===== src/hw/mcs_pkg.sv =====
// Contract
// - stop sources neither used nor requested
// - run-in-standby keeps oscillator on except power-down
// - run-in-standby oscillator serves requests without start-up
// - main clock always runs in active and idle; code stops it while selected source is neither ready nor run-in-standby
// - standby: main clock only if requested or run-in-standby
// - power-down: stop after nonvolatile operations finish
// - sleep: failure monitoring only while source active
// - suppress failure detection for start-up time
// - protected writes without open unlock ignored
// - protect select, prescale, fail config, irq, oscillators; code leaves trim and irq flag registers writable without unlock
// - pin output bit drives main clock out
// - pin bit set/cleared by write, cleared on failure
// - four-bit source select, other codes reserved
// - division ratio applies only when prescaler on
// - division code decode table
// - select and prescale reset to zero
// - prescaler off passes clock undivided
// - failure forces start-up source
package mcs_pkg;
    // register offsets
    localparam logic [5:0] MCS_SELECT_OFS   = 6'h00;
    localparam logic [5:0] MCS_PRESCALE_OFS = 6'h01;
    localparam logic [5:0] MCS_FAILCFG_OFS  = 6'h02;
    localparam logic [5:0] MCS_IRQCTL_OFS   = 6'h03;
    localparam logic [5:0] MCS_IRQFLG_OFS   = 6'h04;
    localparam logic [5:0] MCS_STATUS_OFS   = 6'h05;
    localparam logic [5:0] MCS_FOSC_OFS     = 6'h08;
    localparam logic [5:0] MCS_FTRIM_OFS    = 6'h09;
    localparam logic [5:0] MCS_PLL_OFS      = 6'h10;
    localparam logic [5:0] MCS_SOSC_OFS     = 6'h18;
    localparam logic [5:0] MCS_SXTAL_OFS    = 6'h1c;
    localparam logic [5:0] MCS_FEXT_OFS     = 6'h20;
    localparam logic [5:0] MCS_UNLOCK_OFS   = 6'h30;
    // field positions and writable masks
    localparam int         MCS_PIN_OUT_BIT  = 7;
    localparam int         MCS_RUN_SB_BIT   = 7;
    localparam logic [7:0] MCS_SELECT_MASK  = 8'h8f;
    localparam logic [7:0] MCS_PRESC_MASK   = 8'h1f;
    localparam logic [7:0] MCS_FAILCFG_MASK = 8'h0f;
    localparam logic [7:0] MCS_IRQCTL_MASK  = 8'h81;
    localparam logic [7:0] MCS_PLL_MASK     = 8'hc3;
    localparam logic [7:0] MCS_SOSC_MASK    = 8'h80;
    localparam logic [7:0] MCS_SXTAL_MASK   = 8'hb7;
    localparam logic [7:0] MCS_FEXT_MASK    = 8'hbf;
    localparam logic [7:0] MCS_FOSC_MASK    = 8'hbd;
    // reset values
    localparam logic [7:0] MCS_REG_RESET    = 8'h00;
    // unlock key and window
    localparam logic [7:0] MCS_IO_KEY       = 8'hd8;
    localparam logic [2:0] MCS_UNLOCK_CYC   = 3'h4;
    // source codes
    localparam logic [3:0] MCS_SRC_FAST     = 4'h0;
    localparam logic [3:0] MCS_SRC_SLOW     = 4'h1;
    localparam logic [3:0] MCS_SRC_XTAL     = 4'h2;
    localparam logic [3:0] MCS_SRC_EXT      = 4'h3;
    // start-up time of monitored oscillator
    localparam int         MCS_STARTUP_NS   = 8000;
    localparam int         MCS_CLK_NS       = 8;
    localparam logic [11:0] MCS_STARTUP_CYC = 12'((MCS_STARTUP_NS + MCS_CLK_NS - 1) / MCS_CLK_NS);
    // sleep modes
    typedef enum logic [1:0] {
        MCS_ACTIVE, MCS_IDLE, MCS_STANDBY, MCS_POWERDOWN
    } mcs_sleep_t;
endpackage : mcs_pkg


===== src/hw/mcs_main_clock.sv =====
`timescale 1ns/100ps
// main clock select, prescale, protection and sleep gating
module mcs_main_clock (
    input  wire logic                mclk,
    input  wire logic                reset_n,
    input  wire logic [5:0]          reg_addr,
    input  wire logic [7:0]          reg_wdata,
    input  wire logic                reg_wr,
    input  wire logic                reg_rd,
    output logic      [7:0]          reg_rdata,
    input  wire logic [3:0]          src_clk_en,
    input  wire logic [3:0]          src_ready,
    input  wire logic [3:0]          periph_request,
    input  wire logic [1:0]          sleep_mode,
    input  wire logic                nvm_busy,
    input  wire logic                failure_override,
    output logic [3:0]               osc_run,
    output logic                     main_clk_en,
    output logic                     periph_clock_en,
    output logic                     pin_clock_out,
    output logic                     pin_clock_oe,
    output logic                     failure_watch_en
);
    // configuration registers
    logic [7:0] sel_r, presc_r, failcfg_r, irqctl_r, irqflg_r;
    logic [7:0] fosc_r, ftrim_r, pll_r, sosc_r, sxtal_r, fext_r;
    // unlock window counter
    logic [2:0] unlock_cnt_r;
    // failure suppression counter after reset
    logic [11:0] sut_cnt_r;
    // prescaler counter and applied ratio
    logic [5:0] div_cnt_r;
    logic [5:0] div_cur_r;
    logic       presc_on_r;
    // committed source for glitch-free change
    logic [3:0] src_cur_r;
    // output flops
    logic [3:0] osc_run_r;
    logic       main_en_r, per_en_r, pin_r, oe_r, watch_r;
    logic [7:0] rdata_r;

    // decode
    wire        wr_hit       = reg_wr;
    wire        unlocked     = (unlock_cnt_r != 3'h0);
    wire        key_write    = wr_hit && reg_addr == mcs_pkg::MCS_UNLOCK_OFS
                               && reg_wdata == mcs_pkg::MCS_IO_KEY;
    wire        prot_wr      = wr_hit && unlocked;
    wire        wr_sel       = prot_wr && reg_addr == mcs_pkg::MCS_SELECT_OFS;
    wire        wr_presc     = prot_wr && reg_addr == mcs_pkg::MCS_PRESCALE_OFS;
    wire        wr_failcfg   = prot_wr && reg_addr == mcs_pkg::MCS_FAILCFG_OFS;
    wire        wr_irqctl    = prot_wr && reg_addr == mcs_pkg::MCS_IRQCTL_OFS;
    wire        wr_fosc      = prot_wr && reg_addr == mcs_pkg::MCS_FOSC_OFS;
    wire        wr_pll       = prot_wr && reg_addr == mcs_pkg::MCS_PLL_OFS;
    wire        wr_sosc      = prot_wr && reg_addr == mcs_pkg::MCS_SOSC_OFS;
    wire        wr_sxtal     = prot_wr && reg_addr == mcs_pkg::MCS_SXTAL_OFS;
    wire        wr_fext      = prot_wr && reg_addr == mcs_pkg::MCS_FEXT_OFS;
    // trim and flags are unprotected
    wire        wr_ftrim     = wr_hit && reg_addr == mcs_pkg::MCS_FTRIM_OFS;
    wire        wr_flags     = wr_hit && reg_addr == mcs_pkg::MCS_IRQFLG_OFS;

    // failure handling
    wire        sut_done     = (sut_cnt_r == 12'h000);
    wire        fail_evt     = failure_override && sut_done && watch_r;
    wire        main_monitored = (failcfg_r[3:2] == 2'h0);
    wire        main_fail    = fail_evt && main_monitored;

    // run-in-standby per source, indexed by source code
    wire [3:0]  run_sb       = {fext_r[mcs_pkg::MCS_RUN_SB_BIT],
                                sxtal_r[mcs_pkg::MCS_RUN_SB_BIT],
                                sosc_r[mcs_pkg::MCS_RUN_SB_BIT],
                                fosc_r[mcs_pkg::MCS_RUN_SB_BIT]};
    wire        src_valid    = (sel_r[3:0] <= mcs_pkg::MCS_SRC_EXT);
    wire [1:0]  src_idx      = src_valid ? sel_r[1:0] : 2'h0;
    wire        sel_runsb    = run_sb[src_idx];
    wire        any_req      = |periph_request;
    wire        pd_mode      = (sleep_mode == mcs_pkg::MCS_POWERDOWN);

    // main clock need per sleep mode
    logic main_need;
    always_comb begin
        unique case (mcs_pkg::mcs_sleep_t'(sleep_mode))
            mcs_pkg::MCS_ACTIVE,
            mcs_pkg::MCS_IDLE:      main_need = 1'b1;
            mcs_pkg::MCS_STANDBY:   main_need = any_req || sel_runsb;
            mcs_pkg::MCS_POWERDOWN: main_need = nvm_busy;
        endcase
    end

    // per oscillator run decision
    logic [3:0] osc_need;
    always_comb begin
        for (int i = 0; i < 4; i++) begin
            // used as main source, requested, or held by run-in-standby
            osc_need[i] = (main_need && src_idx == 2'(i))
                          || periph_request[i]
                          || (run_sb[i] && !pd_mode);
        end
    end

    // division decode
    logic [5:0] div_sel;
    always_comb begin
        unique case (presc_r[4:1])
            4'h0:    div_sel = 6'h02;
            4'h1:    div_sel = 6'h04;
            4'h2:    div_sel = 6'h08;
            4'h3:    div_sel = 6'h10;
            4'h4:    div_sel = 6'h20;
            4'h5:    div_sel = 6'h3f;
            4'h8:    div_sel = 6'h06;
            4'h9:    div_sel = 6'h0a;
            4'ha:    div_sel = 6'h0c;
            4'hb:    div_sel = 6'h18;
            4'hc:    div_sel = 6'h30;
            default: div_sel = 6'h02;
        endcase
    end
    // divide by 64 needs seven bits; count to 63 then one extra tick
    logic [6:0] div_full_cur;   // applied period length
    logic       div64_r;        // applied ratio is the widest one
    assign div_full_cur = div64_r ? 7'h40 : {1'b0, div_cur_r};
    wire        div_wrap     = ({1'b0, div_cnt_r} + 7'h01 >= div_full_cur);
    // periph tick: undivided when prescaler off
    wire        per_tick     = presc_on_r ? div_wrap : 1'b1;
    // source ready for use: run-in-standby skips start-up wait
    wire        src_ok       = src_ready[src_idx] || run_sb[src_idx];

    // unlock window
    always_ff @(posedge mclk or negedge reset_n) begin
        if (!reset_n) begin
            unlock_cnt_r <= 3'h0;
        end else if (key_write) begin
            unlock_cnt_r <= mcs_pkg::MCS_UNLOCK_CYC;
        end else if (prot_wr || unlocked) begin
            // one protected write closes it, else it counts down
            unlock_cnt_r <= prot_wr ? 3'h0 : unlock_cnt_r - 3'h1;
        end
    end

    // select register: pin bit and source field
    always_ff @(posedge mclk or negedge reset_n) begin
        if (!reset_n) begin
            sel_r <= mcs_pkg::MCS_REG_RESET;
        end else if (main_fail) begin
            // failure beats a same-cycle write
            sel_r <= {1'b0, sel_r[6:4], mcs_pkg::MCS_SRC_FAST};
        end else if (wr_sel) begin
            sel_r <= reg_wdata & mcs_pkg::MCS_SELECT_MASK;
        end
    end

    // remaining configuration registers
    always_ff @(posedge mclk or negedge reset_n) begin
        if (!reset_n) begin
            presc_r   <= mcs_pkg::MCS_REG_RESET;
            failcfg_r <= mcs_pkg::MCS_REG_RESET;
            irqctl_r  <= mcs_pkg::MCS_REG_RESET;
            fosc_r    <= mcs_pkg::MCS_REG_RESET;
            ftrim_r   <= mcs_pkg::MCS_REG_RESET;
            pll_r     <= mcs_pkg::MCS_REG_RESET;
            sosc_r    <= mcs_pkg::MCS_REG_RESET;
            sxtal_r   <= mcs_pkg::MCS_REG_RESET;
            fext_r    <= mcs_pkg::MCS_REG_RESET;
        end else begin
            if (wr_presc)   presc_r   <= reg_wdata & mcs_pkg::MCS_PRESC_MASK;
            if (wr_failcfg) failcfg_r <= reg_wdata & mcs_pkg::MCS_FAILCFG_MASK;
            if (wr_irqctl)  irqctl_r  <= reg_wdata & mcs_pkg::MCS_IRQCTL_MASK;
            if (wr_fosc)    fosc_r    <= reg_wdata & mcs_pkg::MCS_FOSC_MASK;
            if (wr_ftrim)   ftrim_r   <= reg_wdata;
            if (wr_pll)     pll_r     <= reg_wdata & mcs_pkg::MCS_PLL_MASK;
            if (wr_sosc)    sosc_r    <= reg_wdata & mcs_pkg::MCS_SOSC_MASK;
            if (wr_sxtal)   sxtal_r   <= reg_wdata & mcs_pkg::MCS_SXTAL_MASK;
            if (wr_fext)    fext_r    <= reg_wdata & mcs_pkg::MCS_FEXT_MASK;
        end
    end

    // failure flag: set wins over write-one clear
    always_ff @(posedge mclk or negedge reset_n) begin
        if (!reset_n) begin
            irqflg_r <= mcs_pkg::MCS_REG_RESET;
        end else if (fail_evt) begin
            irqflg_r <= 8'h01;
        end else if (wr_flags && reg_wdata[0]) begin
            irqflg_r <= 8'h00;
        end
    end

    // start-up suppression after reset
    always_ff @(posedge mclk or negedge reset_n) begin
        if (!reset_n) begin
            sut_cnt_r <= mcs_pkg::MCS_STARTUP_CYC;
        end else if (!sut_done) begin
            sut_cnt_r <= sut_cnt_r - 12'h001;
        end
    end

    // committed source and ratio change only at a divider wrap or while the prescaler is off
    always_ff @(posedge mclk or negedge reset_n) begin
        if (!reset_n) begin
            src_cur_r  <= mcs_pkg::MCS_SRC_FAST;
            div_cur_r  <= 6'h02;
            div64_r    <= 1'b0;
            presc_on_r <= 1'b0;
            div_cnt_r  <= 6'h00;
        end else begin
            if (!presc_on_r || div_wrap) begin
                // safe edge: period boundary, no runt period
                div_cnt_r  <= 6'h00;
                div_cur_r  <= div_sel;
                div64_r    <= (presc_r[4:1] == 4'h5);
                presc_on_r <= presc_r[0];
                if (src_ok) src_cur_r <= {2'h0, src_idx};
            end else begin
                div_cnt_r  <= div_cnt_r + 6'h01;
            end
        end
    end

    // outputs
    always_ff @(posedge mclk or negedge reset_n) begin
        if (!reset_n) begin
            osc_run_r <= 4'h1;
            main_en_r <= 1'b1;
            per_en_r  <= 1'b0;
            pin_r     <= 1'b0;
            oe_r      <= 1'b0;
            watch_r   <= 1'b0;
        end else begin
            osc_run_r <= osc_need;
            main_en_r <= main_need && src_ok;
            per_en_r  <= main_need && src_ok && per_tick;
            pin_r     <= main_need && sel_r[mcs_pkg::MCS_PIN_OUT_BIT];
            oe_r      <= sel_r[mcs_pkg::MCS_PIN_OUT_BIT];
            // watch only while enabled and, in sleep, source is running
            watch_r   <= failcfg_r[0] && (sleep_mode == 2'h0
                         || src_clk_en[main_monitored ? src_idx
                                       : (failcfg_r[3:2] == 2'h1 ? 2'h3 : 2'h2)]);
        end
    end

    // read mux, gaps read zero
    logic [7:0] rd_mux;
    always_comb begin
        unique case (reg_addr)
            mcs_pkg::MCS_SELECT_OFS:   rd_mux = sel_r;
            mcs_pkg::MCS_PRESCALE_OFS: rd_mux = presc_r;
            mcs_pkg::MCS_FAILCFG_OFS:  rd_mux = failcfg_r;
            mcs_pkg::MCS_IRQCTL_OFS:   rd_mux = irqctl_r;
            mcs_pkg::MCS_IRQFLG_OFS:   rd_mux = irqflg_r;
            mcs_pkg::MCS_STATUS_OFS:   rd_mux = {4'h0, src_ready};
            mcs_pkg::MCS_FOSC_OFS:     rd_mux = fosc_r;
            mcs_pkg::MCS_FTRIM_OFS:    rd_mux = ftrim_r;
            mcs_pkg::MCS_PLL_OFS:      rd_mux = pll_r;
            mcs_pkg::MCS_SOSC_OFS:     rd_mux = sosc_r;
            mcs_pkg::MCS_SXTAL_OFS:    rd_mux = sxtal_r;
            mcs_pkg::MCS_FEXT_OFS:     rd_mux = fext_r;
            default:                   rd_mux = 8'h00;
        endcase
    end

    always_ff @(posedge mclk or negedge reset_n) begin
        if (!reset_n) begin
            rdata_r <= 8'h00;
        end else begin
            rdata_r <= reg_rd ? rd_mux : 8'h00;
        end
    end

    assign reg_rdata        = rdata_r;
    assign osc_run          = osc_run_r;
    assign main_clk_en      = main_en_r;
    assign periph_clock_en  = per_en_r;
    assign pin_clock_out    = pin_r;
    assign pin_clock_oe     = oe_r;
    assign failure_watch_en = watch_r;
endmodule : mcs_main_clock


===== config.mk =====
export PLATFORM = sky130hd
export DESIGN_NAME = mcs_main_clock
export DESIGN_NICKNAME = d
export VERILOG_FILES = /design/src/hw/mcs_pkg.sv /design/src/hw/mcs_main_clock.sv
export SDC_FILE = /design/constraint.sdc
export NUM_CORES = 1
export LEC_CHECK = 0
export BUFFER_PORTS_ARGS = -buffer_cell sky130_fd_sc_hd__buf_2
export CORE_UTILIZATION = 35
export CTS_BUF_LIST = sky130_fd_sc_hd__clkbuf_4 sky130_fd_sc_hd__clkbuf_8 sky130_fd_sc_hd__clkbuf_16
export CTS_CLUSTER_SIZE = 20
export DETAILED_ROUTE_END_ITERATION = 16
export SYNTH_ARGS = -nofsm -noshare
export SYNTH_HDL_FRONTEND = slang
export SYNTH_SLANG_ARGS = --single-unit

===== constraint.sdc =====
create_clock -name mclk -period 5.6 [get_ports mclk]
set_clock_uncertainty 0.1 [all_clocks]
set_input_delay 1.4 -clock mclk [delete_from_list [all_inputs] [get_ports mclk]]
set_output_delay 1.4 -clock mclk [all_outputs]
set_load 0.005 [all_outputs]

; ---- Word level (Yosys, flattened, before mapping)
; Memory sizes are Yosys's and may differ from the RTL's. A register that Yosys moved wholly into a read port is not among the register bits.
; Cells that the tools add are included.
[word_totals]
regBits = 96
rom_bits = 96
inputBits = 34
output_inout_bits = 17
elab_cells = 132
mem_count = 1
[mem_list]
columns = name, words, word_bits, read_ports, rd_ports_with_merged_regs, write_ports, line
row1 = (name not given), 16, 6, 1, 1, 0, mcs_main_clock.sv:103  ; unique case (presc_r[4:1])
[op_classes]
addsub = 4
order_cmp = 4
n_eq_ne = 21
mux = 22
n_reduce_logical = 57
[op_table]
columns = cell, n
row1 = 8-bit case mux with 12 select lines, 1
row2 = 8-bit 2-to-1 mux, 5
row3 = 1-bit logical AND, 30
row4 = "6-bit by 5-bit == test with 1-bit output, second input constant", 3
row5 = 1-bit logical OR, 13
row6 = "6-bit by 2-bit == test with 1-bit output, second input constant", 2
row7 = "6-bit by 3-bit == test with 1-bit output, second input constant", 2
row8 = "6-bit by 4-bit == test with 1-bit output, second input constant", 2
row9 = "6-bit == test, second input constant", 2
row10 = 12-bit zero test, 1
row11 = "12-bit by 1-bit subtractor with 12-bit output, second input constant", 1
row12 = 3-bit 2-to-1 mux, 3
row13 = "2-bit == test, second input constant", 4
row14 = "8-bit == test, second input constant", 1
row15 = "6-bit by 1-bit adder with 7-bit output, second input constant", 1
row16 = 7-bit greater-or-equal comparator, 1
row17 = 7-bit 2-to-1 mux, 1
row18 = "6-bit by 1-bit adder with 6-bit output, second input constant", 1
row19 = 1-bit binary-select mux with 2-bit select, 3
row20 = "2-bit by 1-bit == test with 1-bit output, second input constant", 3
row21 = "6-bit by 1-bit == test with 1-bit output, second input constant", 1
row22 = 2-bit zero test, 3
row23 = 6-bit zero test, 1
row24 = "2-bit by 3-bit less-than comparator with 1-bit output, second input constant", 2
row25 = 12 further kinds, 21

; ---- Longest topological paths before layout
[depth]
ltp_word = 9
depth_mapped = 9
ltp_nobuf = 8

; ---- Worst setup path before layout
; No wires, ideal clock.
[synth_timing]
path_type = input-to-reg
startpoint = input reg_addr[2]
endpoint = register ftrim_r[0]
setup_time_ns = 0.125
arrival_ns = 3.020
required_ns = 5.375
path_slack_ns = 2.355
stages = 5
path_buffers = 1
cell_sequence = buf_2 -> or4b_1 -> nor3b_4 -> nand2_1 -> mux2_2
[synth_between]
elab_chain_len = 2
[synth_rtl]
columns = element, line
row1 = from (decl), mcs_main_clock.sv:6  ; input wire logic [5:0] reg_addr,
row2 = 6-bit by 4-bit == test with 1-bit output, mcs_main_clock.sv:58  ; wire wr_ftrim = wr_hit && reg_addr == mcs_pkg::MCS_FTRIM_OFS;
row3 = 1-bit logical AND, mcs_main_clock.sv:58
row4 = to (signal assigned), mcs_main_clock.sv:159  ; ftrim_r <= mcs_pkg::MCS_REG_RESET;
row5 = to (signal assigned), mcs_main_clock.sv:169  ; if (wr_ftrim) ftrim_r <= reg_wdata;
row6 = to (decl), mcs_main_clock.sv:26  ; logic [7:0] fosc_r, ftrim_r, pll_r, sosc_r, sxtal_r, fext_r;
; Every way passes these cells.
; A chain may end at the register's enable or synchronous reset.

; ---- Worst setup path in the final report
[layout_timing]
startpoint = input reg_addr[2]
endpoint = register ftrim_r[1]
; Same word-level chain as after synthesis.

==> metrics.yaml <==
power:
  total_power_w: 0.00189
  power_frac_seq_pct: 47.2
  peakVddDrop_mv: 0.155
  clockPowerShare_pct: 32.6
  combPwrFrac_pct: 20.1
  internal_power_w: 0.00135
  netSwitchingPower_w: 0.000542
  p_per_area_nw_per_um2: 352
  leakage_nw: 2.57
  switching_share_pct: 28.6
critical_path:
  path_cells: "buf_2 -> or4b_1 -> nor3b_4 -> nand2_1 -> mux2_2"
  crit_slowest_cell: "or4b_1"
  crit_fanout: 10
  worst_setup_path_start_kind: "input pin"
  critPathArrivalTime_ps: 3440
  crit_required_ps: 5720
  path_class: "input pin to register"
  worst_path_largest_cell_delay_ps: 600
  crit_path_end_kind: "register"
routing:
  drtIter0Drc: 289
  drt-pass1-iter-count: 5
  drc_errors: 0
  via_count: 3473
  wl_microns: 10900
  drt-wirelength-per-cell_microns: 17.0
  vias_per_cell: 5.44
  ant_nets: 0
timing:
  fin_crit_ps: 3310
  slew_viol_final: 0
  fmax_ghz: 0.302
  finalHoldViolCount: 0
  setup_viol: 0
  worst_pin_slew_ps: 1290
  fin_setup_tns_ps: 0
  period_share_pct: 59.1
  rsz0062_at_grt: "no"
  slew_headroom_pct: 13.4
logic_synthesis:
  synth_area_leader_cell: "dfrtp_1"
  post_synth_num_cell_types: 56
  synthCells: 416
  netlist_area_sq_um: 4680
  async_flop_share_pct: 100
  synth_top_family_by_area: "simple AND/OR/NAND/NOR gates"
  synthAdderAreaFrac_pct: 3.21
  syn-num-nets: 462
  ys_seq_area_share_pct: 51.0
  synthSimpleGateAreaFrac_pct: 15.3
  synth.area.mux_share_pct: 14.0
  synth_xor_area_share_pct: 2.43
  synth_ff_type: "dfrtp_1"
  synth-warning-count: 0
  synth_top_area_share_pct: 46.0
  synth-compound-area-share_pct: 11.4
  ys_ff_latch: 95
  synth.area.top_cells: "dfrtp_1 46%, mux2_2 12%, dfstp_2 5.1%"
  synth_edf_count: 0
  syn_avg_cell_area_sq_um: 11.2
floorplanning:
  dieArea_sq_um: 13800
  core_sq_um: 12800
  ios: 51
  rows: 41
  die_y_microns: 118
  initial_core_util_pct: 36.5
  dieWidth_microns: 118
cts:
  htree_levels: 3
  cts_made_buffers: 9
  clock_path_buffers: 2
  clock_tree.root_cell: "clkbuf_16"
  cts_tree: "done"
  path_clk_slew_ps: 60
  clk_latency_ps: 350
  post_cts_resized: 0
  post-cts-setup-buffers: 0
  clock-sinks: 95
  cts_hold_buf: 0
final_layout:
  layout_commonest_cell: "dfrtp_1"
  final_cell_mix: "86 x dfrtp_1, 50 x mux2_2, 49 x buf_2"
  area_growth_pct: 14.9
  seq_area_sq_um: 2390
  num-fill-cells: 1254
  post-route-util_pct: 41.9
  final_cells: 638
  num_antenna_cells: 0
  num-nets-final: 507
  drive_above_1_share_pct: 28.8
  multi_input_area_sq_um: 2170
grt:
  grt_start_max_net_pins: 63
  grt_overflow: 0
  grt_pass1_wl_microns: 18000
  grt_pass1_vias: 3367
  grt_antenna_before_repair: 0
  grt_usage_pct: 16.6
flow_run:
  cap_violations: 0
status:
  run_status: "finished, final reports clean"
placed_design:
  place_hpwl_microns: 7850
  numPortBuffers: 50
  gp_congestion: 0.882
  dp.cells: 622
hold_path:
  hp-class: "register to register"
-- worst max-delay path: cells and delay by family --
| kind | cells | cell delay (ps) |
|---|---|---|
| and+or+nand+nor | 3 | 1500 |
| muxes | 1 | 380 |
| buffers and inverters | 1 | 140 |
-- per-stage QoR --
step | worst slack, ps | hold slack [ps] | area, sq um
2_1_floorplan | 2350 | 287 | 4680
6_report | 2290 | 378 | 5380
3_3_place_gp | 1920 | 354 | 5080
5_1_grt | 2170 | 395 | 5380
3_5_place_dp | 1940 | 357 | 5080
4_1_cts | 2290 | 380 | 5380
-- power by group through the flow --
stage / Clock (W) / Sequential [W] / Combinational [W]
final: 0.000618 / 0.000895 / 0.000381
after global routing: 0.000658 / 0.000909 / 0.000434
after CTS: 0.000634 / 0.000894 / 0.000387
after detailed placement: 0 / 0.000906 / 0.000385
after global placement: 0 / 0.000901 / 0.000371
after floorplan: 0 / 0.000868 / 0.000290
-- sequential cells by signal, indices dropped and copies added (netlist names), 4 cells and up --
register   flops
pll_r          4
sel_r          5
sxtal_r        6
ftrim_r        8
div_cur_r      6
div_cnt_r      6
reg_rdata      8
sut_cnt_r     12
osc_run        4
fext_r         7
presc_r        5
fosc_r         6
failcfg_r      4
-- worst paths after layout --
| path | to | slack [ps] | start | cells past startpoint |
|---|---|---|---|---|
| setup / recovery | ftrim_r[1] | 2290 | reg_addr[2] | 5 |
| hold / removal | div_cur_r[1] | 380 | div_cur_r[1] | 2 |
| setup reg to reg | div_cur_r[5] | 2660 | div_cnt_r[0] | 8 |
| hold reg to reg | div_cur_r[1] | 380 | div_cur_r[1] | 2 |
| max in group asynchronous | sut_cnt_r[7] | 3380 | reset_n | 2 |
| min in group asynchronous | reg_rdata[4] | 1040 | reset_n | 1 |
-- layer usage --
metal / GRT usage (%) / up-vias / part of all wire (%)
met2: 25.7 / 113 / 46
met1: 22.4 / 1734 / 47
met3: 4.51 / 10 / 5.9
met5: 0 / - / 0
met4: 5.13 / 0 / 1.2
li1: - / 1616 / -
-- synthesized netlist by cell type (all sizes together) (3+ instances only) --
cell / n
nand2: 36
mux2: 50
xnor2: 6
nor3: 8
ha: 12
nor2: 31
mux2i: 9
o21a: 3
nor4b: 3
a31oi: 3
a222oi: 3
xor2: 7
o31ai: 4
o41ai: 3
and2: 5
or4: 3
nor4: 6
nand3: 11
nor2b: 8
dfstp: 9
nand4: 3
nand2b: 6
buf: 7
a21oi: 20
o21ai: 8
a221oi: 4
a32o: 3
inv: 12
a22oi: 9
dfrtp: 86
clkbuf: 10
-- layout make-up --
type,count,share of cell area (%)
flip-flops and latches,95,44.4
multi-input cells,292,40.3
repair buffers,51,4.84
clock buffers,12,4.73
well taps,172,4.00
clock inverters,4,0.838
inverters,12,0.838
-- kinds of logic after synthesis --
family,Yosys count
and+or+nand+nor,133
DFF,95
AOI/OAI and AO/OA,75
muxes,59
buffers and inverters,29
xor gates and xnor gates,13
adders and majority gates,12
(Power assumes the default switching activity.)
